--- src/hdl/dbp_defines.vh ---
// Constants for the debug port: packet layout, command codes, status codes.
// Assumes inclusion by bare name from the port top and its serial engine.
`ifndef DBP_DEFINES_VH
`define DBP_DEFINES_VH

// ****************************************
// Serial packet layout
// ****************************************
`define DBP_PKT_BITS      17
`define DBP_PKT_MSB       16
`define DBP_CNT_W         5
`define DBP_OP_MSB        15
`define DBP_OP_LSB        14
`define DBP_SPACE_MSB     13
`define DBP_SPACE_LSB     12
`define DBP_ADDR_MSB      11

// ****************************************
// Command codes in the opcode field
// ****************************************
`define DBP_OP_NOP        2'h0
`define DBP_OP_READ       2'h1
`define DBP_OP_WRITE      2'h2
`define DBP_OP_GO         2'h3

// ****************************************
// Answer codes; busy and not-halted carried with status bit set, OK with it clear
// ****************************************
`define DBP_ANS_OK        16'h0000
`define DBP_ANS_BUSY      16'h0001
`define DBP_ANS_NOT_HALT  16'h0002

// ****************************************
// Status output codes and reset values
// ****************************************
`define DBP_PST_HALTED    4'hF
`define DBP_PST_RESET     4'h0
`define DBP_DEBUG_DATA_OUT_RESET   4'h0
`define DBP_MODE_SETTLE   2'h3

`endif

--- src/hdl/dbp_port.v ---
// Debug port: background debug serial interface or boundary-scan pins.
// Assumes core status, access and TAP signals run on clock_i; pins do not.
//
// Contract
// - Select high gives boundary-scan, low gives debug
// - Select reads low unless driven high
// - Background debug halts core, DMA and timers
// - While halted, accept memory/register/peripheral commands
// - Device returns responses on serial output line
// - Breakpoint low halts after current instruction
// - Status clock marks when status is sampled
// - Debug data shows breakpoints or captured values
// - Processor status reported continuously on four bits
// - Boundary-scan uses five control signals
`timescale 1ns/1ns
`include "dbp_defines.vh"

module dbp_port (
  // Clock and reset
  input  wire        clock_i,
  input  wire        rst_i,
  // Mode select pin
  input  wire        mode_select_i,
  // Shared debug pins
  input  wire        breakpoint_request_n_i,
  input  wire        debug_serial_clock_i,
  input  wire        debug_serial_in_i,
  output wire        debug_serial_out_o,
  input  wire        status_sample_clock_i,
  output wire        status_sample_clock_o,
  output wire        status_sample_clock_oe_o,
  // Status pins
  output reg  [3:0]  processor_status_out_o,
  output reg  [3:0]  debug_data_out_o,
  // Core status and trace
  input  wire [3:0]  core_status_i,
  input  wire [3:0]  core_breakpoint_request_n_status_i,
  input  wire [3:0]  core_capture_i,
  input  wire        capture_select_i,
  input  wire        core_instr_done_i,
  // Halt of the processor complex
  output wire        halt_core_o,
  output wire        halt_dma_o,
  output wire        halt_timers_o,
  output wire        jtag_mode_o,
  // Debug access to the core
  output reg         access_req_o,
  output reg         access_write_o,
  output reg  [1:0]  access_space_o,
  output reg  [11:0] access_addr_o,
  output reg  [15:0] access_wdata_o,
  input  wire [15:0] access_rdata_i,
  input  wire        access_ack_i,
  // Boundary-scan controller side
  output reg         tap_tck_rise_o,
  output reg         tap_tck_fall_o,
  output reg         tap_tms_o,
  output reg         tap_tdi_o,
  output reg         tap_trst_n_o,
  input  wire        tap_tdo_i
);

  // ****************************************
  // States of the command sequencer
  // ****************************************
  localparam [2:0] ST_IDLE   = 3'b001;
  localparam [2:0] ST_WDATA  = 3'b010;
  localparam [2:0] ST_ACCESS = 3'b100;

  // ****************************************
  // Declarations
  // ****************************************
  wire [4:0]              pins_sync;
  wire                    sel_sync;
  wire                    breakpoint_request_n_tms_sync;
  wire                    sclk_trst_sync;
  wire                    sdin_tdi_sync;
  wire                    tck_sync;
  wire [`DBP_PKT_MSB:0]   rx_word;
  wire                    rx_valid;
  wire                    bdm_sdout;
  wire [1:0]              rx_op;

  reg  [1:0]              settle_reg;
  reg                     mode_valid_reg;
  reg                     jtag_mode_reg;
  reg                     halt_pend_reg;
  reg                     halted_reg;
  reg  [2:0]              state_reg;
  reg  [`DBP_PKT_MSB:0]   resp_reg;
  reg                     status_sample_clock_reg;
  reg                     tck_prev_reg;
  reg                     tdo_reg;

  // Build an answer packet from its status bit and data
  function [`DBP_PKT_MSB:0] answer;
    input        err;
    input [15:0] data;
    begin
      answer = {err, data};
    end
  endfunction

  // ****************************************
  // Pin synchronisers
  // ****************************************
  dbp_sync #(
    .W (5)
  ) u_sync (
    .clock_i (clock_i),
    .rst_i   (rst_i),
    .async_i ({mode_select_i, breakpoint_request_n_i, debug_serial_clock_i,
               debug_serial_in_i, status_sample_clock_i}),
    .sync_o  (pins_sync)
  );

  assign sel_sync       = pins_sync[4];
  assign breakpoint_request_n_tms_sync  = pins_sync[3];
  assign sclk_trst_sync = pins_sync[2];
  assign sdin_tdi_sync  = pins_sync[1];
  assign tck_sync       = pins_sync[0];

  // ****************************************
  // Mode capture at reset release
  // ****************************************
  // Select is caught once after the synchroniser settles; later changes
  // are ignored, so a glitch on the pin cannot flip the port mid-session
  always @(posedge clock_i or posedge rst_i) begin
    if (rst_i) begin
      settle_reg     <= 2'h0;
      mode_valid_reg <= 1'b0;
      jtag_mode_reg  <= 1'b0;
    end else if (!mode_valid_reg) begin
      settle_reg <= settle_reg + 2'h1;
      if (settle_reg == `DBP_MODE_SETTLE) begin
        mode_valid_reg <= 1'b1;
        jtag_mode_reg  <= sel_sync;
      end
    end
  end

  assign jtag_mode_o = jtag_mode_reg;

  // ****************************************
  // Background debug serial engine
  // ****************************************
  dbp_shift u_shift (
    .clock_i    (clock_i),
    .rst_i      (rst_i),
    .enable_i   (mode_valid_reg & ~jtag_mode_reg),
    .sclk_i     (sclk_trst_sync),
    .sdin_i     (sdin_tdi_sync),
    .sdout_o    (bdm_sdout),
    .tx_word_i  (resp_reg),
    .rx_word_o  (rx_word),
    .rx_valid_o (rx_valid)
  );

  assign rx_op = rx_word[`DBP_OP_MSB:`DBP_OP_LSB];

  // Shared output line: responses or test data out
  assign debug_serial_out_o = jtag_mode_reg ? tdo_reg : bdm_sdout;

  // ****************************************
  // Breakpoint and halt
  // ****************************************
  // A request is ignored while halted, so a go command that meets one still resumes the core
  always @(posedge clock_i or posedge rst_i) begin
    if (rst_i) begin
      halt_pend_reg <= 1'b0;
      halted_reg    <= 1'b0;
    end else begin
      if (mode_valid_reg && !jtag_mode_reg && !breakpoint_request_n_tms_sync && !halted_reg) begin
        halt_pend_reg <= 1'b1;
      end
      if (halt_pend_reg && core_instr_done_i) begin
        halted_reg    <= 1'b1;
        halt_pend_reg <= 1'b0;
      end else if (rx_valid && state_reg == ST_IDLE && rx_op == `DBP_OP_GO
                   && !halt_pend_reg) begin
        halted_reg <= 1'b0;
      end
    end
  end

  // Whole complex stops together while halted
  assign halt_core_o   = halted_reg;
  assign halt_dma_o    = halted_reg;
  assign halt_timers_o = halted_reg;

  // ****************************************
  // Command sequencer
  // ****************************************
  // Answer of each packet goes out in the packet that follows it
  always @(posedge clock_i or posedge rst_i) begin
    if (rst_i) begin
      state_reg      <= ST_IDLE;
      resp_reg       <= {1'b0, `DBP_ANS_OK};
      access_req_o   <= 1'b0;
      access_write_o <= 1'b0;
      access_space_o <= 2'h0;
      access_addr_o  <= 12'h000;
      access_wdata_o <= 16'h0000;
    end else begin
      case (state_reg)
        ST_IDLE: begin
          if (rx_valid) begin
            if (rx_op == `DBP_OP_NOP || rx_op == `DBP_OP_GO) begin
              resp_reg <= answer(1'b0, `DBP_ANS_OK);
            end else if (!halted_reg) begin
              resp_reg <= answer(1'b1, `DBP_ANS_NOT_HALT);
            end else begin
              access_space_o <= rx_word[`DBP_SPACE_MSB:`DBP_SPACE_LSB];
              access_addr_o  <= rx_word[`DBP_ADDR_MSB:0];
              access_write_o <= (rx_op == `DBP_OP_WRITE);
              if (rx_op == `DBP_OP_WRITE) begin
                resp_reg  <= answer(1'b0, `DBP_ANS_OK);
                state_reg <= ST_WDATA;
              end else begin
                resp_reg     <= answer(1'b1, `DBP_ANS_BUSY);
                access_req_o <= 1'b1;
                state_reg    <= ST_ACCESS;
              end
            end
          end
        end
        ST_WDATA: begin
          if (rx_valid) begin
            access_wdata_o <= rx_word[15:0];
            access_req_o   <= 1'b1;
            resp_reg       <= answer(1'b1, `DBP_ANS_BUSY);
            state_reg      <= ST_ACCESS;
          end
        end
        ST_ACCESS: begin
          // Packets during an access only repeat the busy answer
          if (access_ack_i) begin
            access_req_o <= 1'b0;
            state_reg    <= ST_IDLE;
            if (access_write_o) begin
              resp_reg <= answer(1'b0, `DBP_ANS_OK);
            end else begin
              resp_reg <= answer(1'b0, access_rdata_i);
            end
          end
        end
        default: begin
          state_reg    <= ST_IDLE;
          access_req_o <= 1'b0;
        end
      endcase
    end
  end

  // ****************************************
  // Status sample clock and status pins
  // ****************************************
  // Half the core rate; pins change as it falls so its rise lands mid-bit
  always @(posedge clock_i or posedge rst_i) begin
    if (rst_i) begin
      status_sample_clock_reg             <= 1'b0;
      processor_status_out_o <= `DBP_PST_RESET;
      debug_data_out_o       <= `DBP_DEBUG_DATA_OUT_RESET;
    end else begin
      status_sample_clock_reg <= ~status_sample_clock_reg;
      if (status_sample_clock_reg) begin
        processor_status_out_o <= halted_reg ? `DBP_PST_HALTED
                                             : core_status_i;
        debug_data_out_o       <= capture_select_i ? core_capture_i
                                                   : core_breakpoint_request_n_status_i;
      end
    end
  end

  // Pin is an input (test clock) in boundary-scan mode
  assign status_sample_clock_o    = status_sample_clock_reg;
  assign status_sample_clock_oe_o = ~jtag_mode_reg;

  // ****************************************
  // Boundary-scan pass-through
  // ****************************************
  // Test clock edges found by sampling; limits the test clock to well
  // under half of the core clock
  always @(posedge clock_i or posedge rst_i) begin
    if (rst_i) begin
      tck_prev_reg   <= 1'b0;
      tap_tck_rise_o <= 1'b0;
      tap_tck_fall_o <= 1'b0;
      tap_tms_o      <= 1'b1;
      tap_tdi_o      <= 1'b1;
      tap_trst_n_o   <= 1'b0;
      tdo_reg        <= 1'b0;
    end else begin
      tck_prev_reg   <= tck_sync;
      tap_tck_rise_o <= jtag_mode_reg & tck_sync & ~tck_prev_reg;
      tap_tck_fall_o <= jtag_mode_reg & ~tck_sync & tck_prev_reg;
      tap_tms_o      <= jtag_mode_reg ? breakpoint_request_n_tms_sync : 1'b1;
      tap_tdi_o      <= jtag_mode_reg ? sdin_tdi_sync : 1'b1;
      // Test logic held reset outside boundary-scan mode
      tap_trst_n_o   <= jtag_mode_reg & sclk_trst_sync;
      if (jtag_mode_reg && !tck_sync && tck_prev_reg) begin
        tdo_reg <= tap_tdo_i;
      end
    end
  end

endmodule // dbp_port

--- src/hdl/dbp_sync.v ---
// Two-flop synchroniser for a group of pin levels.
// Assumes inputs are asynchronous to clock_i; outputs are safe to decode.
`timescale 1ns/1ns

module dbp_sync #(
  parameter W = 5
) (
  // Clock and reset
  input  wire         clock_i,
  input  wire         rst_i,
  // Levels
  input  wire [W-1:0] async_i,
  output wire [W-1:0] sync_o
);

  reg [W-1:0] meta_reg;
  reg [W-1:0] sync_reg;

  // First stage feeds only the second stage
  always @(posedge clock_i or posedge rst_i) begin
    if (rst_i) begin
      meta_reg <= {W{1'b0}};
      sync_reg <= {W{1'b0}};
    end else begin
      meta_reg <= async_i;
      sync_reg <= meta_reg;
    end
  end

  assign sync_o = sync_reg;

endmodule // dbp_sync

--- src/hdl/dbp_shift.v ---
// Serial packet engine of the background debug port.
// Assumes the serial clock and input are already synchronised to clock_i.
`timescale 1ns/1ns
`include "dbp_defines.vh"

module dbp_shift (
  // Clock and reset
  input  wire                     clock_i,
  input  wire                     rst_i,
  // Synchronised link levels
  input  wire                     enable_i,
  input  wire                     sclk_i,
  input  wire                     sdin_i,
  output wire                     sdout_o,
  // Packet side
  input  wire [`DBP_PKT_MSB:0]    tx_word_i,
  output reg  [`DBP_PKT_MSB:0]    rx_word_o,
  output reg                      rx_valid_o
);

  reg                     sclk_prev_reg;
  reg [`DBP_CNT_W-1:0]    count_reg;
  reg [`DBP_PKT_MSB:0]    rx_shift_reg;
  reg [`DBP_PKT_MSB:0]    tx_shift_reg;
  wire                    rise;
  wire                    fall;

  assign rise    = enable_i & sclk_i & ~sclk_prev_reg;
  assign fall    = enable_i & ~sclk_i & sclk_prev_reg;
  assign sdout_o = tx_shift_reg[`DBP_PKT_MSB];

  // Input bits taken on rising edges, output moved on falling edges
  always @(posedge clock_i or posedge rst_i) begin
    if (rst_i) begin
      sclk_prev_reg <= 1'b0;
      count_reg     <= {`DBP_CNT_W{1'b0}};
      rx_shift_reg  <= {`DBP_PKT_BITS{1'b0}};
      tx_shift_reg  <= {`DBP_PKT_BITS{1'b0}};
      rx_word_o     <= {`DBP_PKT_BITS{1'b0}};
      rx_valid_o    <= 1'b0;
    end else begin
      sclk_prev_reg <= sclk_i;
      rx_valid_o    <= 1'b0;
      if (!enable_i) begin
        count_reg <= {`DBP_CNT_W{1'b0}};
      end else if (rise) begin
        rx_shift_reg <= {rx_shift_reg[`DBP_PKT_MSB-1:0], sdin_i};
        if (count_reg == `DBP_PKT_BITS - 1) begin
          count_reg  <= {`DBP_CNT_W{1'b0}};
          rx_word_o  <= {rx_shift_reg[`DBP_PKT_MSB-1:0], sdin_i};
          rx_valid_o <= 1'b1;
        end else begin
          count_reg <= count_reg + 1'b1;
        end
      end
      // Idle: keep the answer loaded so its first bit is ready early
      if (count_reg == {`DBP_CNT_W{1'b0}} && !rise) begin
        tx_shift_reg <= tx_word_i;
      end else if (fall) begin
        tx_shift_reg <= {tx_shift_reg[`DBP_PKT_MSB-1:0], 1'b0};
      end
    end
  end

endmodule // dbp_shift

--- config.mk ---
export PLATFORM = sky130hd
export DESIGN_NAME = dbp_port
export DESIGN_NICKNAME = d
export VERILOG_FILES = /design/src/hdl/dbp_port.v /design/src/hdl/dbp_sync.v /design/src/hdl/dbp_shift.v
export VERILOG_INCLUDE_DIRS = /design/src /design/src/hdl
export SDC_FILE = /design/constraint.sdc
export NUM_CORES = 1
export LEC_CHECK = 0
export BUFFER_PORTS_ARGS = -buffer_cell sky130_fd_sc_hd__buf_2
export CORE_MARGIN = 1
export CORE_UTILIZATION = 56
export DETAILED_ROUTE_END_ITERATION = 16
export PLACE_DENSITY = 0.77
export SYNTH_ARGS = -nofsm -noshare
export SYNTH_HDL_FRONTEND = slang
export SYNTH_SLANG_ARGS = --single-unit
--- constraint.sdc ---
create_clock -name clock_i -period 5.2 [get_ports clock_i]
set_input_delay 1.04 -clock clock_i [delete_from_list [all_inputs] [get_ports clock_i]]
set_output_delay 1.04 -clock clock_i [all_outputs]
set_load 0.1 [all_outputs]
* Word-level counts from Yosys, hierarchy flattened *
Cells that the tools add are included.

word-level totals
  flip-flop bits (word level) = 139
  input port bits = 39
  output and inout bits = 52

operators by class
  add/sub/neg operators = 2
  eq/ne operators = 14
  muxes and demuxes = 41
  bitwise gates (word level) = 18
  reduce and logical (&&, ||, !) cells = 31

operators with widths
  kind                 count
  $mux 17              8
  $pmux 17 s3          1
  $mux 1               18
  $mux 3               6
  $mux 16              1
  $mux 5               3
  $and 1x1->1          10
  $logic_and 1x1->1    10
  $ne 2x2->1 const B   5
  $pmux 3 s3           1
  $mux 4               2
  $not 1->1            8
  $reduce_and 4->1     2
  $eq 2x2->1 const B   3
  $logic_not 1->1      6
  $reduce_and 2->1     3
  $reduce_and 6->1     1
  $reduce_bool 2->1    3
  $add 5x1->5 const B  1
  $eq 5x5->1 const B   1
  $logic_not 5->1      1
  $reduce_and 5->1     1
  $ne 2x1->1 const B   2
  $eq 3x1->1 const B   1
  other kinds (8)      8

* Longest topological paths before layout *
Gate-level depths: netlist of run 1.

  depth after elaboration = 7
  depth in mapped cells = 7

* By module *
Synthesis of run 1 repeated with hierarchy kept, for this count alone.

unflattened totals
  cells, all modules = 424
  area total of the unflattened synthesis = 5948.2 um^2

modules (own cells, without submodules)
  module     times used  cells each  area each (um^2)  seq. area each (um^2)
  dbp_port   1           253         3154.3            1855.5
  dbp_shift  1           160         2539.9            1426.4
  dbp_sync   1           11          254.0             250.2

* Worst setup path before layout of run 1 *
Ideal clock, no wire load.

  kind = reg2out
  from = reg jtag_mode_reg (netlist: jtag_mode_o)
  to = out status_sample_clock_oe_o
  data arrival time = 1708 ps
  setup slack = 2452 ps
  stages on the path, launching flop included = 2
  cell sequence = dfrtp_1 inv_1

between the ends
  word-level cells in the longest chain between the ends = 1

RTL lines
  item                    RTL line        text
  from (decl)             dbp_port.v:86   reg jtag_mode_reg;
  from (signal assigned)  dbp_port.v:137  jtag_mode_reg <= sel_sync;
  $not 1->1               dbp_port.v:277  assign status_sample_clock_oe_o = ~jtag_mode_reg;
  to (decl)               dbp_port.v:31   output wire status_sample_clock_oe_o,

No other way between the ends.

* Final worst setup path of run 1 *
  from = reg jtag_mode_reg (netlist: jtag_mode_o)
  to = out debug_serial_out_o

between the ends
  word-level cells in the longest chain between the ends = 1

RTL lines
  item       RTL line        text
  $mux 1     dbp_port.v:162  assign debug_serial_out_o = jtag_mode_reg ? tdo_reg : bdm_sdout;
  to (decl)  dbp_port.v:28   output wire debug_serial_out_o,

No other way between the ends.

==> impl_metrics.env, run 1 <==
export IMPL_crit_type="register to output port"
export IMPL_synth_flop_cell="sky130_fd_sc_hd__dfrtp_1"
export IMPL_cp_start_kind="register"
export IMPL_timing_setup_tns_ns=0
export IMPL_clock_skew_final_ns=0.00852
export IMPL_detail_route_iter0_violations=109
export IMPL_pin_count=91
export IMPL_initial_core_util=0.578
export IMPL_final_cell_mix="136 x sky130_fd_sc_hd__dfrtp_1, 90 x sky130_fd_sc_hd__buf_2, 55 x sky130_fd_sc_hd__mux2_2"
export IMPL_port_buffers=90
export IMPL_power_clock_fraction=0.441
export IMPL_finish_cell_count_without_fillers=669
export IMPL_cts_buffer_depth=2
export IMPL_rows=36
export IMPL_yosys_warnings=0
export IMPL_switchingPower_mw=0.604
export IMPL_timing_critical_path_required_ns=4.16
export IMPL_synth_edff_count=0
export IMPL_cellPowerDensity_nw_per_um2=374
export IMPL_min_period_over_period=0.524
export IMPL_path_max_fanout=9
export IMPL_worst_vdd_drop_v=0.000194
export IMPL_detailedPlacementHpwl_um=6370
export IMPL_antenna_violations_before_repair=0
export IMPL_tritoncts="yes"
export IMPL_timing_hold_worst_class="register to register"
export IMPL_synth_async_sr_flop_share=1.00
export IMPL_ys_types=51
export IMPL_fp_dieArea_um2=10500
export IMPL_place_area_um2=6160
export IMPL_numPlacedInstances=638
export IMPL_die_h_um=103
export IMPL_cts_sinks=139
export IMPL_layout_cells_most_common="sky130_fd_sc_hd__dfrtp_1"
export IMPL_area_inside_the_core_boundary_um2=9820
export IMPL_timing_critical_path_to_type="output port"
export IMPL_max_slew_worst_pin_slew_ns=0.868
export IMPL_syn_mean_instance_area_um2=13.0
export IMPL_routed_wire_length_per_instance_um=14.7
export IMPL_instance_count_of_the_mapped_netlist=435
export IMPL_power_switching_share=0.240
export IMPL_report_final_slew_viol_count=0
export IMPL_die_x_um=103
export IMPL_max_cap_violations=0
export IMPL_post_cts_setup_inserts=0
export IMPL_synth_yosys_seq_area_share=0.613
export IMPL_drt_antenna_violating_nets=0
export IMPL_worst_skew_pair_late_latency_ns=0.52
export IMPL_vias_in_the_first_global_route=3440
export IMPL_total_power_mw=2.51
export IMPL_largest_net_degree_at_the_start_of_global_routing=90
export IMPL_detail_route_drc_violations=0
export IMPL_worst_endpoint_arrival_ns=1.68
export IMPL_cts_htree_levels=4
export IMPL_p_comb_frac=0.088
export IMPL_num_fill_cells=752
export IMPL_totalWireLength_um=9850
export IMPL_detail_route_vias_per_cell=5.23
export IMPL_final_layout_size_suffix_gt1_frac=0.366
export IMPL_layout_nets=568
export IMPL_area_growth_synth_to_final_pct=18.2
export IMPL_finalWorstPathRequiredPeriod_ns=2.72
export IMPL_synth_seq_cells=139
export IMPL_rd_place_congestion=0.760
export IMPL_final_hold_violation_count=0
export IMPL_cts_buffers=17
export IMPL_share_seq_of_total_power=0.471
export IMPL_maxSlewHeadroom=0.421
export IMPL_power_leakage_nw=3.32
export IMPL_finalSetupViolations=0
export IMPL_grt_total_usage=0.204
export IMPL_grt_pass1_wl_um=16000
export IMPL_design_area_um2=6710
export IMPL_num_vias=3500
export IMPL_unrepaired_setup_endpoints_after_global_routing="false"
export IMPL_synthesized_net_count=479
export IMPL_syn_area_um2=5680
export IMPL_cts_repair_resized=0
export IMPL_globalRoute_totalOverflow=0
export IMPL_clock_root_buffer="sky130_fd_sc_hd__clkbuf_8"
export IMPL_drt_first_pass_iters=5
export IMPL_status="complete, no violations"
export IMPL_antennaDiodeCount=0
export IMPL_ctsHoldBuffers=0
export IMPL_clk_transition_reported_paths_ns=0.06
export IMPL_internal_power_mw=1.91
export IMPL_fmax_mhz=367
-- power by group through the flow --
stage	clock network (mW)	logic (mW)	registers [mW]
2_1_floorplan	0	0.132	1.24
3_3_place_gp	0	0.217	1.20
3_5_place_dp	0	0.222	1.20
4_1_cts	1.13	0.226	1.18
5_1_grt	1.18	0.241	1.19
6_report	1.11	0.222	1.18
-- final timing paths --
| check | start | to | slack [ns] | depth (start not counted) |
|---|---|---|---|---|
| worst min-delay path | u_sync.meta_reg[4]$_DFF_PP0_ | u_sync.sync_o[4]$_DFF_PP0_ | 0.34 | 0 |
| max in group asynchronous | rst_i | u_shift.tx_shift_reg[16]$_DFFE_PP0P_ | 3.39 | 3 |
| worst max register to register | jtag_mode_o$_DFFE_PP0P_ | u_shift.rx_word_o[7]$_DFFE_PP0P_ | 2.82 | 3 |
| min in group asynchronous | rst_i | processor_status_out_o[2]$_DFFE_PP0P_ | 0.66 | 2 |
| worst max-delay path | jtag_mode_o$_DFFE_PP0P_ | debug_serial_out_o | 2.48 | 2 |
| worst min register to register | u_sync.meta_reg[4]$_DFF_PP0_ | u_sync.sync_o[4]$_DFF_PP0_ | 0.34 | 0 |
-- per-stage QoR --
step	worst slack, ns	utilization	hold WS (ns)
after floorplan	0.440	-	0.331
after global placement	2.84	0.628	0.332
after detailed placement	2.79	0.628	0.335
after CTS	2.46	0.684	0.346
after global routing	2.42	0.684	0.352
final	2.48	0.684	0.345
-- worst max-delay path, stage by stage (launching register included) --
cell and delay [ns]:
sky130_fd_sc_hd__dfrtp_1 0.50, sky130_fd_sc_hd__mux2_2 0.38, sky130_fd_sc_hd__buf_2 0.29
-- synth_stat cells (2+ instances only) --
master	number	share of area
sky130_fd_sc_hd__nor3b_1	2	0.0026
sky130_fd_sc_hd__nand2b_1	7	0.0077
sky130_fd_sc_hd__nor2_1	27	0.018
sky130_fd_sc_hd__mux2_4	9	0.024
sky130_fd_sc_hd__buf_2	7	0.0062
sky130_fd_sc_hd__xnor2_1	3	0.0046
sky130_fd_sc_hd__and2_1	2	0.0022
sky130_fd_sc_hd__o21ai_1	2	0.0018
sky130_fd_sc_hd__xor2_1	2	0.0031
sky130_fd_sc_hd__buf_4	9	0.012
sky130_fd_sc_hd__nand3b_1	2	0.0026
sky130_fd_sc_hd__nand2_1	37	0.024
sky130_fd_sc_hd__mux2_2	55	0.11
sky130_fd_sc_hd__o22a_1	4	0.0062
sky130_fd_sc_hd__a21oi_1	32	0.028
sky130_fd_sc_hd__ha_1	5	0.011
sky130_fd_sc_hd__inv_1	12	0.0079
sky130_fd_sc_hd__nand3_1	6	0.0053
sky130_fd_sc_hd__o21ai_0	17	0.015
sky130_fd_sc_hd__dfrtp_1	136	0.60
sky130_fd_sc_hd__and2b_1	2	0.0026
sky130_fd_sc_hd__buf_6	3	0.0060
sky130_fd_sc_hd__clkbuf_1	4	0.0026
sky130_fd_sc_hd__mux2i_1	20	0.035
sky130_fd_sc_hd__dfstp_2	3	0.014
sky130_fd_sc_hd__a21o_1	2	0.0026
-- cells by family after synthesis --
| logic type | after synthesis | synth area share |
|---|---|---|
| flip-flops | 139 | 0.613 |
| AND/OR/NAND/NOR | 97 | 0.0906 |
| multiplexers | 84 | 0.168 |
| AO/OA/AOI/OAI | 69 | 0.0710 |
| buffers and inverters | 36 | 0.0381 |
| XOR/XNOR | 5 | 0.00772 |
| adder cells (fa/ha/maj) | 5 | 0.0110 |
-- layout make-up --
type / instances / area, µm² / area share
clock buffer: 23 / 457 / 0.0680
tap: 133 / 166 / 0.0248
multi-input combinational: 260 / 1980 / 0.295
clock inverter: 8 / 93.8 / 0.0140
inverter: 12 / 50.0 / 0.00746
timing repair buffer: 94 / 480 / 0.0716
sequential: 139 / 3480 / 0.519
-- metal layers --
layer / share of wire / GRT usage / wire length (µm)
met5: 0 / 0 / 0
met4: 0.013 / 0.0791 / 129
met3: 0.050 / 0.0712 / 493
met2: 0.48 / 0.322 / 4690
met1: 0.46 / 0.261 / 4540
(Power assumes the default switching activity.)
==> run 2, diff against run 1 <==
==> constraint.sdc (replaced) <==
create_clock -name clock_i -period 2.6 [get_ports clock_i]
set_input_delay 0.52 -clock clock_i [delete_from_list [all_inputs] [get_ports clock_i]]
set_output_delay 0.52 -clock clock_i [all_outputs]
set_load 0.1 [all_outputs]
==> run 2 against run 1 <==
Effect of this change:
- setup slack worse by 2.1 ns
- sequential power up 100%
- sequential share of layout area down 1.4 points
- non-clock buffer count up 5
- first-iteration DRC count up 70%
- critical path type unchanged
==> impl_metrics.env, run 2 (synthesized netlist as in run 1, its figures left out) <==
export IMPL_clk_transition_reported_paths_ns=0.06
export IMPL_timing_rr_end="access_wdata_o[0]$_DFFE_PP0P_"
export IMPL_buffer_and_inverter_count_on_the_worst_path=1
export IMPL_vias_in_the_first_global_route=3542
export IMPL_cts_buffers=17
export IMPL_power_leakage_nw=3.40
export IMPL_cp_start_kind="register"
export IMPL_largest_net_degree_at_the_start_of_global_routing=80
export IMPL_place_area_um2=6230
export IMPL_cellPowerDensity_nw_per_um2=797
export IMPL_cts_buffer_depth=2
export IMPL_cts_repair_resized=0
export IMPL_worst_r2r_cell_count=4
export IMPL_die_x_um=103
export IMPL_p_comb_frac=0.083
export IMPL_worst_endpoint_arrival_ns=1.66
export IMPL_internal_power_mw=4.21
export IMPL_report_final_slew_viol_count=0
export IMPL_worst_slack_ns=0.425
export IMPL_finalWorstPathRequiredPeriod_ns=2.18
export IMPL_final_cell_mix="135 x sky130_fd_sc_hd__dfrtp_1, 90 x sky130_fd_sc_hd__buf_2, 55 x sky130_fd_sc_hd__mux2_2"
export IMPL_tritoncts="yes"
export IMPL_layout_nets=573
export IMPL_area_inside_the_core_boundary_um2=9820
export IMPL_totalWireLength_um=10700
export IMPL_worst_skew_pair_late_latency_ns=0.52
export IMPL_power_switching_share=0.235
export IMPL_design_area_um2=6900
export IMPL_die_h_um=103
export IMPL_unrepaired_setup_endpoints_after_global_routing="false"
export IMPL_power_clock_fraction=0.486
export IMPL_detailedPlacementHpwl_um=6680
export IMPL_clock_root_buffer="sky130_fd_sc_hd__clkbuf_8"
export IMPL_numPlacedInstances=643
export IMPL_drt_first_pass_iters=4
export IMPL_pin_count=91
export IMPL_min_period_over_period=0.837
export IMPL_max_cap_violations=0
export IMPL_crit_type="register to output port"
export IMPL_fmax_mhz=460
export IMPL_timing_critical_path_max_delay_family="flip-flops"
export IMPL_cts_htree_levels=4
export IMPL_switchingPower_mw=1.29
export IMPL_worst_path_largest_cell_delay_ns=0.62
export IMPL_antennaDiodeCount=0
export IMPL_detail_route_iter0_violations=185
export IMPL_grt_pass1_wl_um=17400
export IMPL_clock_skew_final_ns=0.00631
export IMPL_routed_wire_length_per_instance_um=15.8
export IMPL_reg2reg_setup_slack_ns=0.74
export IMPL_share_seq_of_total_power=0.432
export IMPL_worst_vdd_drop_v=0.000520
export IMPL_finalSetupViolations=0
export IMPL_max_slew_worst_pin_slew_ns=0.511
export IMPL_maxSlewHeadroom=0.662
export IMPL_timing_critical_path_required_ns=2.08
export IMPL_timing_setup_tns_ns=0
export IMPL_timing_hold_worst_class="input port to asynchronous set/reset pin"
export IMPL_fp_dieArea_um2=10500
export IMPL_cts_sinks=139
export IMPL_layout_cells_most_common="sky130_fd_sc_hd__dfrtp_1"
export IMPL_finish_cell_count_without_fillers=675
export IMPL_rd_place_congestion=0.823
export IMPL_ctsHoldBuffers=0
export IMPL_drt_antenna_violating_nets=0
export IMPL_area_growth_synth_to_final_pct=21.6
export IMPL_critical_path_slowest_cell="sky130_fd_sc_hd__dfrtp_1"
export IMPL_antenna_violations_before_repair=0
export IMPL_detail_route_vias_per_cell=5.32
export IMPL_num_fill_cells=695
export IMPL_grt_total_usage=0.224
export IMPL_port_buffers=90
export IMPL_rows=36
export IMPL_detailedPlace_worstSlack_ns=0.832
export IMPL_status="complete, no violations"
export IMPL_post_cts_setup_inserts=0
export IMPL_num_vias=3592
export IMPL_setup_worst_path_start="halt_core_o$_DFFE_PP0P_"
export IMPL_timing_critical_path_to_type="output port"
export IMPL_detail_route_drc_violations=0
export IMPL_path_max_fanout=12
export IMPL_globalRoute_totalOverflow=0
export IMPL_crit_chain="buf_2"
export IMPL_final_layout_size_suffix_gt1_frac=0.384
export IMPL_initial_core_util=0.578
export IMPL_rr_startpoint="state_reg[1]$_DFFE_PP0P_"
export IMPL_final_hold_violation_count=0
## run 2: power by group through the flow
stage	Clock, mW	Sequential, mW	Combinational [mW]
finish	2.67	2.37	0.453
global route	2.81	2.39	0.492
CTS	2.71	2.37	0.461
detailed placement	0	2.40	0.453
global placement	0	2.39	0.444
floorplan	0	2.49	0.264
## run 2: final cells by class
class / count / area (µm²) / share of cell area
clock inverter: 10 / 185 / 0.0268
tap: 133 / 166 / 0.0241
timing repair buffer: 99 / 543 / 0.0787
inverter: 12 / 48.8 / 0.00707
multi-input combinational: 260 / 1990 / 0.288
sequential: 139 / 3480 / 0.505
clock buffer: 22 / 483 / 0.0700
## run 2: routing by layer
metal	wire, µm	global-route usage
met1	4650	0.276
met5	0	0
met3	498	0.0637
met2	5370	0.372
met4	185	0.0934
## run 2: worst max path at each step
stage                                     endpoint  cells past startpoint  slack, ns
finish                                  halt_dma_o                      1       0.42
global route                            halt_dma_o                      1       0.34
CTS                                     halt_dma_o                      1       0.41
detailed placement  access_wdata_o[11]$_DFFE_PP0P_                      4       0.83
global placement     access_wdata_o[3]$_DFFE_PP0P_                      4       0.86
floorplan                  jtag_mode_o$_DFFE_PP0P_                      1       0.20
## run 2: per-stage QoR
step           power (mW)  utilization  hold WS, ns
2_1_floorplan        2.75            -        0.331
3_3_place_gp         2.84        0.635        0.336
3_5_place_dp         2.86        0.635        0.336
4_1_cts              5.55        0.703       0.0673
5_1_grt              5.69        0.703       0.0767
6_report             5.50        0.703       0.0760
